$ cat config.mk
export PLATFORM = sky130hd
export DESIGN_NAME = tfs_test_frame_source
export DESIGN_NICKNAME = d
export VERILOG_FILES = /design/src/tfs_pkg.sv /design/src/tfs_crc32.sv /design/src/tfs_test_frame_source.sv
export SDC_FILE = /design/constraint.sdc
export NUM_CORES = 1
export LEC_CHECK = 0
export ABC_AREA = 1
export BUFFER_PORTS_ARGS = -buffer_cell sky130_fd_sc_hd__buf_2
export CAP_MARGIN = 25
export CORE_MARGIN = 2
export CORE_UTILIZATION = 30
export CTS_CLUSTER_DIAMETER = 30
export DETAILED_ROUTE_END_ITERATION = 8
export PLACE_DENSITY = 0.49
export SYNTH_ARGS = -nofsm -noshare
export SYNTH_HDL_FRONTEND = slang
export SYNTH_SLANG_ARGS = --single-unit
$ cat constraint.sdc
create_clock -name ref_clk -period 9.97 [get_ports ref_clk]
set_input_delay 0.997 -clock ref_clk [delete_from_list [all_inputs] [get_ports ref_clk]]
set_output_delay 0.997 -clock ref_clk [all_outputs]
set_load 0.01 [all_outputs]
$ cat src/tfs_pkg.sv
// constants and types shared by the test frame source
package tfs_pkg;
   localparam logic [4:0] TFS_CTRL_ADDR = 5'h1c;
   localparam logic [4:0] TFS_PATTERN_ADDR = 5'h1d;
   localparam logic [15:0] TFS_CTRL_RESET = 16'h0000;
   localparam logic [15:0] TFS_PATTERN_RESET = 16'h00aa;
   // bits software may change in the control register; reserved bits read zero
   localparam logic [15:0] TFS_CTRL_WMASK = 16'h2f73;
   localparam int TFS_EN_BIT = 0;
   localparam int TFS_START_BIT = 1;
   localparam int TFS_SIZE_LSB = 4;
   localparam int TFS_TYPE_LSB = 8;
   localparam int TFS_GAP_LSB = 10;
   localparam int TFS_MODE_BIT = 13;
   localparam int TFS_DATA_LSB = 0;
   localparam int TFS_SRC_LSB = 8;
   localparam int TFS_DST_LSB = 12;
   localparam logic [1:0] TFS_TYPE_RANDOM = 2'h0;
   localparam logic [1:0] TFS_TYPE_INCREMENT = 2'h1;
   localparam logic [1:0] TFS_GAP_48 = 2'h0;
   localparam logic [1:0] TFS_GAP_96 = 2'h1;
   localparam int TFS_GAP_SHORT_BITS = 48;
   localparam int TFS_GAP_MID_BITS = 96;
   localparam int TFS_GAP_LONG_BITS = 9600;
   localparam int TFS_BITS_PER_BYTE = 8;
   localparam int TFS_ADDR_BYTES = 6;
   localparam int TFS_HEADER_BYTES = 14;
   localparam int TFS_FCS_BYTES = 4;
   localparam int TFS_BURST_FRAMES = 10000;
   localparam logic [31:0] TFS_CRC_INIT = 32'hffffffff;
   localparam logic [31:0] TFS_CRC_POLY = 32'hedb88320;
   localparam logic [31:0] TFS_LFSR_SEED = 32'h1234abcd;
   localparam logic [31:0] TFS_LFSR_POLY = 32'h80200003;
   localparam logic [7:0] TFS_ONES = 8'hff;
   localparam logic [3:0] TFS_NIBBLE_ONES = 4'hf;

   typedef enum logic [1:0] {TFS_IDLE, TFS_SEND, TFS_GAP} tfs_state_t;

   function automatic logic [13:0] tfs_frame_len(input logic [2:0] code);
      case (code)
         3'h0: tfs_frame_len = 14'h0040;
         3'h1: tfs_frame_len = 14'h0080;
         3'h2: tfs_frame_len = 14'h0100;
         3'h3: tfs_frame_len = 14'h0200;
         3'h4: tfs_frame_len = 14'h0400;
         3'h5: tfs_frame_len = 14'h05ee;
         default: tfs_frame_len = 14'h2580;
      endcase
   endfunction : tfs_frame_len
endpackage : tfs_pkg

$ cat src/tfs_crc32.sv
// byte-wise reflected ethernet crc register
module tfs_crc32
   import tfs_pkg::*;
(
   input wire logic ref_clk,
   input wire logic reset_n,
   input wire logic clkEn,
   input wire logic clear,
   input wire logic update,
   input wire logic [7:0] dataIn,
   output logic [31:0] crc
);
   logic [31:0] crc_reg;
   logic [31:0] crc_next;

   always_comb
   begin
      logic [31:0] c;
      c = crc_reg;
      crc_next = crc_reg;
      if (clear)
      begin
         crc_next = TFS_CRC_INIT;
      end
      else if (update)
      begin
         c = crc_reg ^ {24'h000000, dataIn};
         for (int i = 0; i < 8; i++)
         begin
            c = c[0] ? ((c >> 1) ^ TFS_CRC_POLY) : (c >> 1);
         end
         crc_next = c;
      end
   end

   always_ff @(posedge ref_clk or negedge reset_n)
   begin
      if (!reset_n)
      begin
         crc_reg <= TFS_CRC_INIT;
      end
      else if (clkEn)
      begin
         crc_reg <= crc_next;
      end
   end

   assign crc = crc_reg;
endmodule : tfs_crc32

$ cat src/tfs_test_frame_source.sv
// test frame generator with its two control registers
// What this block does
// - size code picks 64 to 9600 bytes
// - size covers addresses, type, payload and check
// - run bit one starts, zero halts
// - single sends one; burst repeats 10000-frame groups
// - enable bit zero means no frames
// - payload types other than random and incrementing use programmed pattern byte
// - destination nibble ends fixed destination address
// - source nibble ends fixed source address
// - mode bit zero burst, one single
// - type selects random, incrementing or programmed bytes
// - gap code gives 48, 96, 9600 bit times
module tfs_test_frame_source
   import tfs_pkg::*;
#(
   parameter logic [23:0] PREFIX_CODE = 24'h02a5c3, // arbitrary value, not a real maker code
   parameter int BURST_FRAMES = TFS_BURST_FRAMES
)
(
   input wire logic ref_clk,
   input wire logic reset_n,
   input wire logic clkEn,
   input wire logic [4:0] regAddr,
   input wire logic regWrite,
   input wire logic [15:0] regWdata,
   output logic [15:0] regRdata,
   output logic [7:0] txData,
   output logic txValid,
   output logic txFirst,
   output logic txLast,
   output logic groupDone
);
   localparam logic [10:0] GAP_SHORT = 11'(TFS_GAP_SHORT_BITS / TFS_BITS_PER_BYTE);
   localparam logic [10:0] GAP_MID = 11'(TFS_GAP_MID_BITS / TFS_BITS_PER_BYTE);
   localparam logic [10:0] GAP_LONG = 11'(TFS_GAP_LONG_BITS / TFS_BITS_PER_BYTE);
   localparam logic [13:0] HDR = 14'(TFS_HEADER_BYTES);
   localparam logic [13:0] FCS = 14'(TFS_FCS_BYTES);
   localparam logic [13:0] OVERHEAD = 14'(TFS_HEADER_BYTES + TFS_FCS_BYTES);
   localparam logic [13:0] ADDR_BYTES = 14'(TFS_ADDR_BYTES);
   localparam logic [15:0] GROUP_LAST = 16'(BURST_FRAMES - 1);

   tfs_state_t state_reg, state_next;
   logic [15:0] ctrl_reg, ctrl_next;
   logic [15:0] pattern_reg, pattern_next;
   logic [15:0] rdata_reg, rdata_next;
   logic [13:0] idx_reg, idx_next;
   logic [13:0] len_reg, len_next;
   logic [10:0] gap_reg, gap_next;
   logic [15:0] group_reg, group_next;
   logic [31:0] lfsr_reg, lfsr_next;
   logic [7:0] data_reg, data_next;
   logic valid_reg, valid_next;
   logic first_reg, first_next;
   logic last_reg, last_next;
   logic done_reg, done_next;
   logic crcClear;
   logic crcUpdate;
   logic [31:0] crc;

   tfs_crc32 crcUnit (
      .ref_clk(ref_clk),
      .reset_n(reset_n),
      .clkEn(clkEn),
      .clear(crcClear),
      .update(crcUpdate),
      .dataIn(data_next),
      .crc(crc)
   );

   always_comb
   begin
      logic runOk;
      logic singleMode;
      logic [13:0] payLen;
      logic [13:0] payIdx;
      logic [13:0] fcsIdx;
      logic [7:0] addrLow;
      logic [13:0] addrPos;
      runOk = ctrl_reg[TFS_EN_BIT] & ctrl_reg[TFS_START_BIT];
      singleMode = ctrl_reg[TFS_MODE_BIT];
      payLen = len_reg - OVERHEAD;
      payIdx = idx_reg - HDR;
      fcsIdx = idx_reg - (len_reg - FCS);
      addrLow = 8'h00;
      addrPos = 14'h0000;
      state_next = state_reg;
      ctrl_next = ctrl_reg;
      pattern_next = pattern_reg;
      idx_next = idx_reg;
      len_next = len_reg;
      gap_next = gap_reg;
      group_next = group_reg;
      lfsr_next = lfsr_reg[0] ? ((lfsr_reg >> 1) ^ TFS_LFSR_POLY) : (lfsr_reg >> 1);
      data_next = data_reg;
      valid_next = 1'b0;
      first_next = 1'b0;
      last_next = 1'b0;
      done_next = 1'b0;
      crcClear = 1'b0;
      crcUpdate = 1'b0;

      case (state_reg)
         TFS_IDLE:
         begin
            crcClear = 1'b1;
            idx_next = 14'h0000;
            if (runOk)
            begin
               len_next = tfs_frame_len(ctrl_reg[TFS_SIZE_LSB +: 3]);
               state_next = TFS_SEND;
            end
         end
         TFS_SEND:
         begin
            valid_next = 1'b1;
            first_next = (idx_reg == 14'h0000);
            if (idx_reg < ADDR_BYTES)
            begin
               addrLow = {TFS_NIBBLE_ONES, pattern_reg[TFS_DST_LSB +: 4]};
               addrPos = idx_reg;
            end
            else
            begin
               addrLow = {TFS_NIBBLE_ONES, pattern_reg[TFS_SRC_LSB +: 4]};
               addrPos = idx_reg - ADDR_BYTES;
            end
            if (idx_reg < 14'(2 * TFS_ADDR_BYTES))
            begin
               case (addrPos[2:0])
                  3'h0: data_next = PREFIX_CODE[23:16];
                  3'h1: data_next = PREFIX_CODE[15:8];
                  3'h2: data_next = PREFIX_CODE[7:0];
                  3'h3: data_next = TFS_ONES;
                  3'h4: data_next = TFS_ONES;
                  default: data_next = addrLow;
               endcase
               crcUpdate = 1'b1;
            end
            else if (idx_reg < HDR)
            begin
               // length field carries the payload length, big-endian
               data_next = (idx_reg == HDR - 14'h0002) ? {2'h0, payLen[13:8]} : payLen[7:0];
               crcUpdate = 1'b1;
            end
            else if (idx_reg < len_reg - FCS)
            begin
               case (ctrl_reg[TFS_TYPE_LSB +: 2])
                  TFS_TYPE_RANDOM: data_next = lfsr_reg[7:0];
                  TFS_TYPE_INCREMENT: data_next = payIdx[7:0];
                  default: data_next = pattern_reg[TFS_DATA_LSB +: 8];
               endcase
               crcUpdate = 1'b1;
            end
            else
            begin
               // crc frozen during the check bytes, sent low byte first
               data_next = ~crc[{fcsIdx[1:0], 3'h0} +: 8];
            end
            idx_next = idx_reg + 14'h0001;
            if (idx_reg == len_reg - 14'h0001)
            begin
               last_next = 1'b1;
               state_next = TFS_GAP;
               case (ctrl_reg[TFS_GAP_LSB +: 2])
                  TFS_GAP_48: gap_next = GAP_SHORT;
                  TFS_GAP_96: gap_next = GAP_MID;
                  default: gap_next = GAP_LONG;
               endcase
               if (singleMode)
               begin
                  ctrl_next[TFS_START_BIT] = 1'b0;
               end
               if (group_reg == GROUP_LAST)
               begin
                  group_next = 16'h0000;
                  done_next = 1'b1;
               end
               else
               begin
                  group_next = group_reg + 16'h0001;
               end
            end
         end
         TFS_GAP:
         begin
            crcClear = 1'b1;
            idx_next = 14'h0000;
            gap_next = gap_reg - 11'h001;
            if (gap_reg == 11'h001)
            begin
               state_next = TFS_IDLE;
               if (!singleMode && runOk)
               begin
                  len_next = tfs_frame_len(ctrl_reg[TFS_SIZE_LSB +: 3]);
                  state_next = TFS_SEND;
               end
            end
         end
         default:
         begin
            state_next = TFS_IDLE;
         end
      endcase

      if (!ctrl_reg[TFS_START_BIT] && !valid_next)
      begin
         group_next = 16'h0000;
      end

      // a software write lands after the hardware start clear, so it wins
      if (regWrite && regAddr == TFS_CTRL_ADDR)
      begin
         ctrl_next = regWdata & TFS_CTRL_WMASK;
      end
      if (regWrite && regAddr == TFS_PATTERN_ADDR)
      begin
         pattern_next = regWdata;
      end
      case (regAddr)
         TFS_CTRL_ADDR: rdata_next = ctrl_reg;
         TFS_PATTERN_ADDR: rdata_next = pattern_reg;
         default: rdata_next = 16'h0000;
      endcase
   end

   always_ff @(posedge ref_clk or negedge reset_n)
   begin
      if (!reset_n)
      begin
         state_reg <= TFS_IDLE;
         ctrl_reg <= TFS_CTRL_RESET;
         pattern_reg <= TFS_PATTERN_RESET;
         rdata_reg <= 16'h0000;
         idx_reg <= 14'h0000;
         len_reg <= 14'h0000;
         gap_reg <= 11'h000;
         group_reg <= 16'h0000;
         lfsr_reg <= TFS_LFSR_SEED;
         data_reg <= 8'h00;
         valid_reg <= 1'b0;
         first_reg <= 1'b0;
         last_reg <= 1'b0;
         done_reg <= 1'b0;
      end
      else if (clkEn)
      begin
         state_reg <= state_next;
         ctrl_reg <= ctrl_next;
         pattern_reg <= pattern_next;
         rdata_reg <= rdata_next;
         idx_reg <= idx_next;
         len_reg <= len_next;
         gap_reg <= gap_next;
         group_reg <= group_next;
         lfsr_reg <= lfsr_next;
         data_reg <= data_next;
         valid_reg <= valid_next;
         first_reg <= first_next;
         last_reg <= last_next;
         done_reg <= done_next;
      end
   end

   assign regRdata = rdata_reg;
   assign txData = data_reg;
   assign txValid = valid_reg;
   assign txFirst = first_reg;
   assign txLast = last_reg;
   assign groupDone = done_reg;
endmodule : tfs_test_frame_source

==> impl_results.md, run 1 <==
- Status: finished clean
- FP Rows: between 60 and 70
- Library cells used by synthesis: 45
- Reg2Reg Launch Point: len_reg[5]
- Hold slack: 458 ps
- Highest clock rate: 215 MHz
- Global-route wire length before repair: 48300 um
- Share of cells above drive strength 1: 0.159
- Element type at the critical path start: register
- Post-CTS Resized: 0
- Syn Nets: 1406
- Sw Share: 0.481
- Reg2reg path depth: 20
- DR iter-0 viols: 602
- Syn Area/Cell: between 7 and 8 um2
- Drt pass-1 iters: 6
- R2R Setup Slk: 5320 ps
- Final setup vio count: 0
- CTS buffer count: 17
- Antenna Nets Post-Route: 0
- Logic pwr share: 0.538
- Net Sw Power: around 1.9 mW
- Antenna violations before repair: 1
- Register area share after synthesis: 0.420
- Vias in the first global route: 8753
- Post-synth ARST share: 1.00
- Largest net degree at the start of global routing: 65
- Commonest cells in the netlist: 370 x nand2_1, 182 x inv_1, 117 x dfrtp_1
- CP Capture Type: register
- Tcrit/Tclk final: 0.466
- Fill cells: 3530
- Worst Path Arrival: 5030 ps
- Largest cells by area after synthesis: dfrtp_1 29%, nand2_1 14%, dfstp_2 13%
- Final Power: 3.90 mW
- Cells after Synth: about 1400
- Initial Util: 0.303
- Final hold vios: 0
- RSZ-0062 raised after global routing: false
- Critical Path Start: len_reg[5]
- Die H: 188 um
- Final Critical Period: between 4000 and 5000 ps
- Setup_tns: 0 ps
- Crit-path max FO: 22
- Hold WC Path Type: register to register
- Worst EP required: 10350 ps
- Vias per Instance: about 4.8
- Core box area: 0.0334 mm2
- LEAKAGE: 5.73 nW
- Total GRT Usage: 0.174
- Net count, final: 1451
- H-tree depth: 4
- CTS tree: done
- Gr ovfl total: 0
- Post-synth EDFFs: 0
- Post-CTS setup buffer count: 0
- Count of final max-slew check failures: 0
- YS warnings: 0
- Vias: 8977
- Clk slew on worst S/H paths: 70 ps
- FF-to-FF End: crcUnit.crc[1]
- P&R area growth vs syn: 13.9%
- Count leader, synth: nand2_1
- Critical path class: register to register
- Clk sink count: 168
- PwrDens: 337 mW/mm2
- Root Buffer: clkbuf_16
- Clock latency on the worst-skew pair: 450 ps
- Routability cong.: 0.871
- Leading area contributor after synthesis: dfrtp_1
- Post-Route WL: 29400 um
- Final instance area: 0.0116 mm2
- Die area: between 0.03 and 0.04 mm2
- WL/cell: between 15 and 20 um
- PortBufs: 52
- Max-cap violations: 0
- Layout Skew: 16.4 ps
- Worst VDD drop: between 150 and 200 uV
- Slew HR: 0.369
- Area after DPL: roughly 0.011 mm2
- Sequential power share: 0.273
- Clock buffer depth: 2
- Synth Register Bits: 168
- CP endpoint: crcUnit.crc[1]
- HPWL after detailed placement: 21200 um
- Drt drc: 0
- Hold_buf cts: 0
- Actual slew at the worst max-slew pin: 942 ps
- Horiz. Die Dim: 188 um
- Num ports: 53
- Cell area after synthesis: 0.0101 mm2
- Clk pwr share: 0.189
- Synth Flop Type: dfrtp_1
- Top-area cell type share of the netlist area: 0.288
- Pint: just over 2 mW
-- logic make-up after synthesis --
kind of cell    Yosys count  synth area share
compound gates          240             0.132
xor+xnor                 45            0.0418
fa+ha+maj                21            0.0259
buf+inv                 230            0.0888
flops                   168             0.420
mux                       2           0.00197
simple gates            654             0.289
-- power by group through the flow --
stage               sequential (mW)  clock (mW)  combinational (mW)
floorplan                      1.03           0                1.58
global placement               1.07           0                2.06
detailed placement             1.08           0                2.08
CTS                            1.07       0.756                2.09
global route                   1.09       0.790                2.39
finish                         1.06       0.737                2.10
-- stage by stage --
stage | instances | setup WS [ps] | util
2_1_floorplan | 1360 | 6610 | -
3_3_place_gp | 1833 | 5520 | 0.325
3_5_place_dp | 1834 | 5390 | 0.326
4_1_cts | 1866 | 5390 | 0.345
5_1_grt | 1866 | 4950 | 0.345
6_report | 1867 | 5320 | 0.346
-- per-layer routing --
metal / share of wire / global-route usage / routed length [um]
met2: 0.45 / 0.275 / 13300
met5: 0 / 0 / 0
met4: 0.017 / 0.0542 / 499
met3: 0.044 / 0.0307 / 1300
met1: 0.49 / 0.242 / 14300
-- cells in the final DEF, fill, tap and decap left out, types with 5 or more instances in the layout --
cell type,count
inv_1,182
or2_2,8
dfstp_2,51
buf_4,11
clkbuf_16,17
o22ai_1,32
o211ai_1,7
nand3_1,87
nor2_1,89
o21ai_0,94
xnor2_1,12
dfrtp_1,117
a21oi_1,75
inv_2,10
nand2_2,29
nor4_1,7
nand4_1,14
o21ai_1,5
nand2_1,370
ha_1,21
o221ai_1,10
nor3_1,23
buf_2,51
xor2_1,29
nand2_4,12
-- worst max-delay path, cell delays in order, from the launching register on --
cell and delay [ps]:
dfrtp_1 470, inv_1 170, ha_1 230, nand2_1 90
nor2_1 160, nand2_1 80, xor2_1 140, ha_1 290
a21o_1 180, nor2_1 180, nand3_1 300, a31oi_2 220
buf_4 310, inv_2 180, nor2_1 740, buf_4 300
inv_2 120, a21oi_1 130, o21ai_0 100, o21ai_1 100
inv_1 60
-- area by class of cell --
cell class	count	area [um2]	share of cell area
diodes	1	2.50	0.000217
clock buffers	18	429	0.0371
clock inverters	14	213	0.0184
inverters	192	721	0.0624
multi-input cells	962	4990	0.432
flip-flops and latches	168	4270	0.369
well taps	448	561	0.0485
repair buffers	64	377	0.0326
-- how the worst min path moves through the flow --
| stage | from | end | slack [ps] | cells after the start |
|---|---|---|---|---|
| detailed placement | lfsr_reg[8] | lfsr_reg[8] | 450 | 2 |
| floorplan | lfsr_reg[10] | lfsr_reg[10] | 440 | 2 |
| CTS | lfsr_reg[8] | lfsr_reg[8] | 470 | 2 |
| finish | lfsr_reg[21] | lfsr_reg[20] | 460 | 2 |
| global route | lfsr_reg[9] | lfsr_reg[9] | 480 | 2 |
| global placement | lfsr_reg[8] | lfsr_reg[8] | 450 | 2 |
No activity file was read; power rests on OpenSTA's default activity.
==> inputs of run 2 (changes only) <==
==> constraint.sdc (replaced) <==
create_clock -name ref_clk -period 4.28 [get_ports ref_clk]
set_input_delay 0.428 -clock ref_clk [delete_from_list [all_inputs] [get_ports ref_clk]]
set_output_delay 0.428 -clock ref_clk [all_outputs]
set_load 0.01 [all_outputs]
==> run 2 against run 1 <==
Power up 130%. Non-clock buffer count grew 12. Worst hold slack worse by 440 ps. Global-route usage fell by 0.089 points. Maximum frequency increased by 21%. Critical endpoint is now crcUnit.crc[16]. Largest cell class unchanged.
==> impl_results.md, run 2 (synthesis results as in run 1) <==
- PwrDens: 769 mW/mm2 (+130%)
- Count of final max-slew check failures: 0 (unchanged)
- Routability cong.: 0.867 (-0.47%)
- Largest net degree at the start of global routing: 73 (+12%)
- Reg2reg path depth: 27 (+35%)
- RSZ-0062 raised after global routing: false
- Top cell by count, worst path: nand2_1
- Antenna violations before repair: 1 (unchanged)
- CTS tree: done
- Vias in the first global route: 8725 (-0.32%)
- Clock latency on the worst-skew pair: 440 ps (about the same)
- Gr ovfl total: 0 (unchanged)
- Final setup vio count: 0 (unchanged)
- Worst EP required: 4660 ps (-5690 ps)
- Root Buffer: clkbuf_16
- Slew HR: 0.431 (+0.0617)
- Sequential cell area: 0.00427 mm2 (unchanged)
- Hold WC Path Type: input pin to asynchronous set/reset pin
- Global-route wire length before repair: 48100 um (-0.29%)
- Clk sink count: 168 (unchanged)
- PortBufs: 52 (unchanged)
- Horiz. Die Dim: 188 um (unchanged)
- CP Capture Type: register
- Bufs and invs on worst path: 3 (-3)
- Element type at the critical path start: register
- Setup_tns: 0 ps (unchanged)
- Highest clock rate: 260 MHz (+21%)
- Num ports: 53 (unchanged)
- FP Rows: 67 (unchanged)
- Critical Path Start: len_reg[5]
- Die H: 188 um (unchanged)
- LEAKAGE: 5.77 nW (+0.56%)
- Die area: 0.0353 mm2 (unchanged)
- Share of cells above drive strength 1: 0.170 (+0.0106)
- Slowest stage delay, CP: 460 ps (-280 ps)
- Post-Route WL: 29100 um (-1.1%)
- P&R area growth vs syn: 14.2%
- Drt pass-1 iters: 5 (-1)
- Initial Util: 0.303 (unchanged)
- Clock buffer depth: 2 (unchanged)
- N_diodes: 0 (-1)
- Fill cells: 3539 (+0.25%)
- Commonest cells after routing, fill and taps aside: 368 x nand2_1, 182 x inv_1, 117 x dfrtp_1
- Drt drc: 0 (unchanged)
- CP max-delay cell: dfrtp_1
- Max-cap violations: 0 (unchanged)
- Clk slew on worst S/H paths: 70 ps (about the same)
- Final Power: 8.92 mW (+130%)
- Final Critical Period: 3850 ps (-793 ps)
- Core box area: 0.0334 mm2 (unchanged)
- CTS buffer count: 17 (unchanged)
- Final hold vios: 0 (unchanged)
- Vias: 8993 (+0.18%)
- H-tree depth: 4 (unchanged)
- Worst Path Arrival: 4230 ps (-800 ps)
- Critical Path Stages: 27 (+35%)
- Total GRT Usage: 0.173 (-0.000887)
- Tcrit/Tclk final: 0.900 (+0.434)
- Crit-path max FO: 9 (-59%)
- Commonest non-fill, non-tap cell in the layout: nand2_1
- Layout Skew: 8.72 ps (-7.65 ps)
- Hold_buf cts: 0 (unchanged)
- Multi-input gate area: 0.00501 mm2 (+0.50%)
- Vias per Instance: 4.79 (-0.41%)
- Status: finished clean
- Critical path class: register to register
- Antenna Nets Post-Route: 0 (unchanged)
- WL/cell: 15.5 um (-1.6%)
- Net count, final: 1463 (+0.83%)
- Reg2Reg Launch Point: len_reg[5]
- HPWL after detailed placement: 21200 um (about the same)
- DR iter-0 viols: 607 (+0.83%)
- Worst VDD drop: 379 uV (+130%)
- CP delay by family, top: simple AND/OR/NAND/NOR gates
- Actual slew at the worst max-slew pin: 850 ps (-92.2 ps)
run 2: repair_timing:
item | 4_1_cts | 5_1_grt
setup endpoints to repair | 0 | 20
setup buffers | 0 | 0
resized for setup | 0 | 7
run 2: worst paths after layout:
check | end | slack, ps
worst max-delay path | crcUnit.crc[16] | 430
worst min-delay path | txData[5] | 20
worst max register to register | crcUnit.crc[16] | 430
worst min register to register | lfsr_reg[8] | 460
max in group asynchronous | crcUnit.crc[5] | 3290
min in group ref_clk | ctrl_reg[11] | 220
run 2: power by group:
group	total [mW]	internal (mW)	switching, mW
registers	2.46	2.12	0.343
logic	4.94	1.65	3.28
clock network	1.52	0.771	0.747
total	8.92	4.54	4.37
run 2: area by class of cell:
cell class,count,share of cell area
Clock buffer,18,0.0370
Timing Repair Buffer,76,0.0403
Sequential cell,168,0.368
Clock inverter,14,0.0118
Inverter,192,0.0622
Tap cell,448,0.0483
Multi-Input combinational cell,962,0.432
run 2: per-stage QoR:
| step | setup WS [ps] | cell area [um2] | hold slack, ps | cells | utilization |
|---|---|---|---|---|---|
| after floorplan | 925 | 10100 | 132 | 1360 | - |
| after global placement | 378 | 11000 | 453 | 1845 | 0.328 |
| after detailed placement | 253 | 11000 | 454 | 1845 | 0.328 |
| after CTS | 229 | 11500 | 27.2 | 1877 | 0.345 |
| after global routing | 24.7 | 11600 | 54.8 | 1878 | 0.347 |
| final | 426 | 11600 | 16.0 | 1878 | 0.347 |
run 2: per-layer routing:
metal | vias to the layer above | GRT usage | part of all wire
met1 | 4292 | 0.246 | 0.49
li1 | 4517 | - | -
met3 | 31 | 0.0305 | 0.036
met2 | 153 | 0.272 | 0.45
met5 | - | 0 | 0
met4 | 0 | 0.0442 | 0.016
==> inputs of run 3 (changes only) <==
--- a/config.mk
+++ b/config.mk
@@ -8,7 +8,7 @@
 export ABC_AREA = 1
 export BUFFER_PORTS_ARGS = -buffer_cell sky130_fd_sc_hd__buf_2
 export CAP_MARGIN = 25
-export CORE_MARGIN = 2
+export CORE_MARGIN = 5
 export CORE_UTILIZATION = 30
 export CTS_CLUSTER_DIAMETER = 30
 export DETAILED_ROUTE_END_ITERATION = 8
==> run 3 against run 2 <==
Cell count fell by 0.11%. Maximum frequency rose by 0.22%. Combinational power fell by 1%. Power rose by 0.44%. Largest power group unchanged.
==> impl_results.md, run 3 (synthesis results as in run 1) <==
- Status: finished clean
- Core box area: 0.0334 mm2 (unchanged)
- Worst VDD drop: 343 uV (-9.6%)
- Antenna violations before repair: 1 (unchanged)
- Top cell by count, worst path: nand2_1
- Die area: 0.0376 mm2 (+6.5%)
- Routability cong.: 0.889 (+2.5%)
- Fin util: 0.347 (+0.000598)
- RSZ-0062 raised after global routing: false
- Actual slew at the worst max-slew pin: 809 ps (-40.8 ps)
- H-tree depth: 4 (unchanged)
- Root Buffer: clkbuf_16
- R2R Setup Slk: 440 ps (about the same)
- Commonest cells after routing, fill and taps aside: 368 x nand2_1, 181 x inv_1, 117 x dfrtp_1
- Clk sink count: 168 (unchanged)
- Critical path class: register to register
- FP Rows: 67 (unchanged)
- Antenna Nets Post-Route: 0 (unchanged)
- Final instance area: 0.0116 mm2 (+0.17%)
- Post-Route WL: 29500 um (+1.5%)
- Share of cells above drive strength 1: 0.171 (+0.000938)
- LEAKAGE: 5.76 nW (about the same)
- Initial Util: 0.303 (unchanged)
- Reg2Reg Launch Point: len_reg[5]
- Final Power: 8.96 mW (+0.44%)
- Element type at the critical path start: register
- P&R area growth vs syn: 14.4%
- Hold slack: 58.7 ps (+42.7 ps)
- Drt pass-1 iters: 5 (unchanged)
- Total GRT Usage: 0.157 (-0.0156)
- Vias per Instance: 4.84 (+1.0%)
- Net count, final: 1461 (-0.14%)
- Commonest non-fill, non-tap cell in the layout: nand2_1
- Slowest stage delay, CP: 470 ps (about the same)
- Hold_buf cts: 0 (unchanged)
- Layout Skew: 14.6 ps (+5.87 ps)
- DR iter-0 viols: 637 (+4.9%)
- Global-route wire length before repair: 48200 um (about the same)
- Final hold vios: 0 (unchanged)
- CTS buffer count: 17 (unchanged)
- Drt drc: 0 (unchanged)
- Max-cap violations: 0 (unchanged)
- Vias: 9076 (+0.92%)
- CP Capture Type: register
- Final setup vio count: 0 (unchanged)
- Worst EP required: 4660 ps (about the same)
- CTS tree: done
- Clock buffer depth: 2 (unchanged)
- Bufs and invs on worst path: 2 (-1)
- Largest net degree at the start of global routing: 84 (+15%)
- Tcrit/Tclk final: 0.898 (-0.00200)
- Clk slew on worst S/H paths: 80 ps (about the same)
- Vias in the first global route: 8792 (+0.77%)
- N_diodes: 0 (unchanged)
- CP delay by family, top: simple AND/OR/NAND/NOR gates
- Highest clock rate: 260 MHz (+0.22%)
- Num ports: 53 (unchanged)
- Die H: 194 um (+3.2%)
- WL/cell: 15.7 um (+1.6%)
- Count of final max-slew check failures: 0 (unchanged)
- PortBufs: 52 (unchanged)
- CP max-delay cell: dfrtp_1
- PwrDens: 771 mW/mm2 (+0.27%)
- Final Critical Period: 3840 ps (-8.56 ps)
- Gr ovfl total: 0 (unchanged)
- Hold WC Path Type: input pin to asynchronous set/reset pin
- Crit-path max FO: 11 (+2)
- Worst Path Arrival: 4220 ps (about the same)
- Setup_tns: 0 ps (unchanged)
- Reg2reg path depth: 26 (-3.7%)
- Clock latency on the worst-skew pair: 440 ps (about the same)
- Area after DPL: 0.0109 mm2 (-0.27%)
- FF-to-FF End: crcUnit.crc[23]
- HPWL after detailed placement: 21500 um (+0.99%)
- Horiz. Die Dim: 194 um (+3.2%)
- Slew HR: 0.460 (+0.0293)
[run 3: how the worst max path moves through the flow]
| stage | cells past startpoint | startpoint | slack, ps | end |
|---|---|---|---|---|
| after floorplan | 24 | len_reg[5] | 920 | crcUnit.crc[14] |
| after global placement | 27 | len_reg[5] | 300 | crcUnit.crc[22] |
| after detailed placement | 27 | len_reg[5] | 160 | crcUnit.crc[22] |
| after CTS | 27 | len_reg[5] | 150 | crcUnit.crc[22] |
| after global routing | 27 | len_reg[5] | 20 | crcUnit.crc[25] |
| final | 26 | len_reg[5] | 440 | crcUnit.crc[23] |
[run 3: repair_timing]
item / CTS / global route
gates resized for setup: 0 / 10
setup endpoints to repair: 0 / 27
hold endpoints to repair: 0 / 0
buffers inserted: 0 / 2
[run 3: final cells by class]
| cell class | instances | area [um2] |
|---|---|---|
| multi-input combinational | 962 | 5020 |
| inverter | 192 | 721 |
| tap | 448 | 561 |
| sequential | 168 | 4270 |
| fill | 3604 | 21800 |
| clock buffer | 18 | 429 |
| clock inverter | 14 | 159 |
| timing repair buffer | 74 | 452 |
[run 3: per-stage QoR]
stage / instances / setup WS (ps)
global route: 1876 / 15.1
detailed placement: 1841 / 160
CTS: 1873 / 147
finish: 1876 / 435
global placement: 1841 / 303
floorplan: 1360 / 925
[run 3: metal layers]
| layer | vias to the layer above | GRT usage | wire [um] |
|---|---|---|---|
| li1 | 4510 | - | - |
| met1 | 4373 | 0.223 | 14500 |
| met2 | 162 | 0.254 | 13700 |
| met3 | 29 | 0.0245 | 966 |
| met4 | 2 | 0.0388 | 391 |
| met5 | - | 0 | 7 |
[run 3: report_power, final]
group	switching (mW)	total [mW]	internal [mW]
Sequential	0.357	2.48	2.12
Combinational	3.25	4.89	1.64
Clock	0.758	1.59	0.831
Total	4.37	8.96	4.59
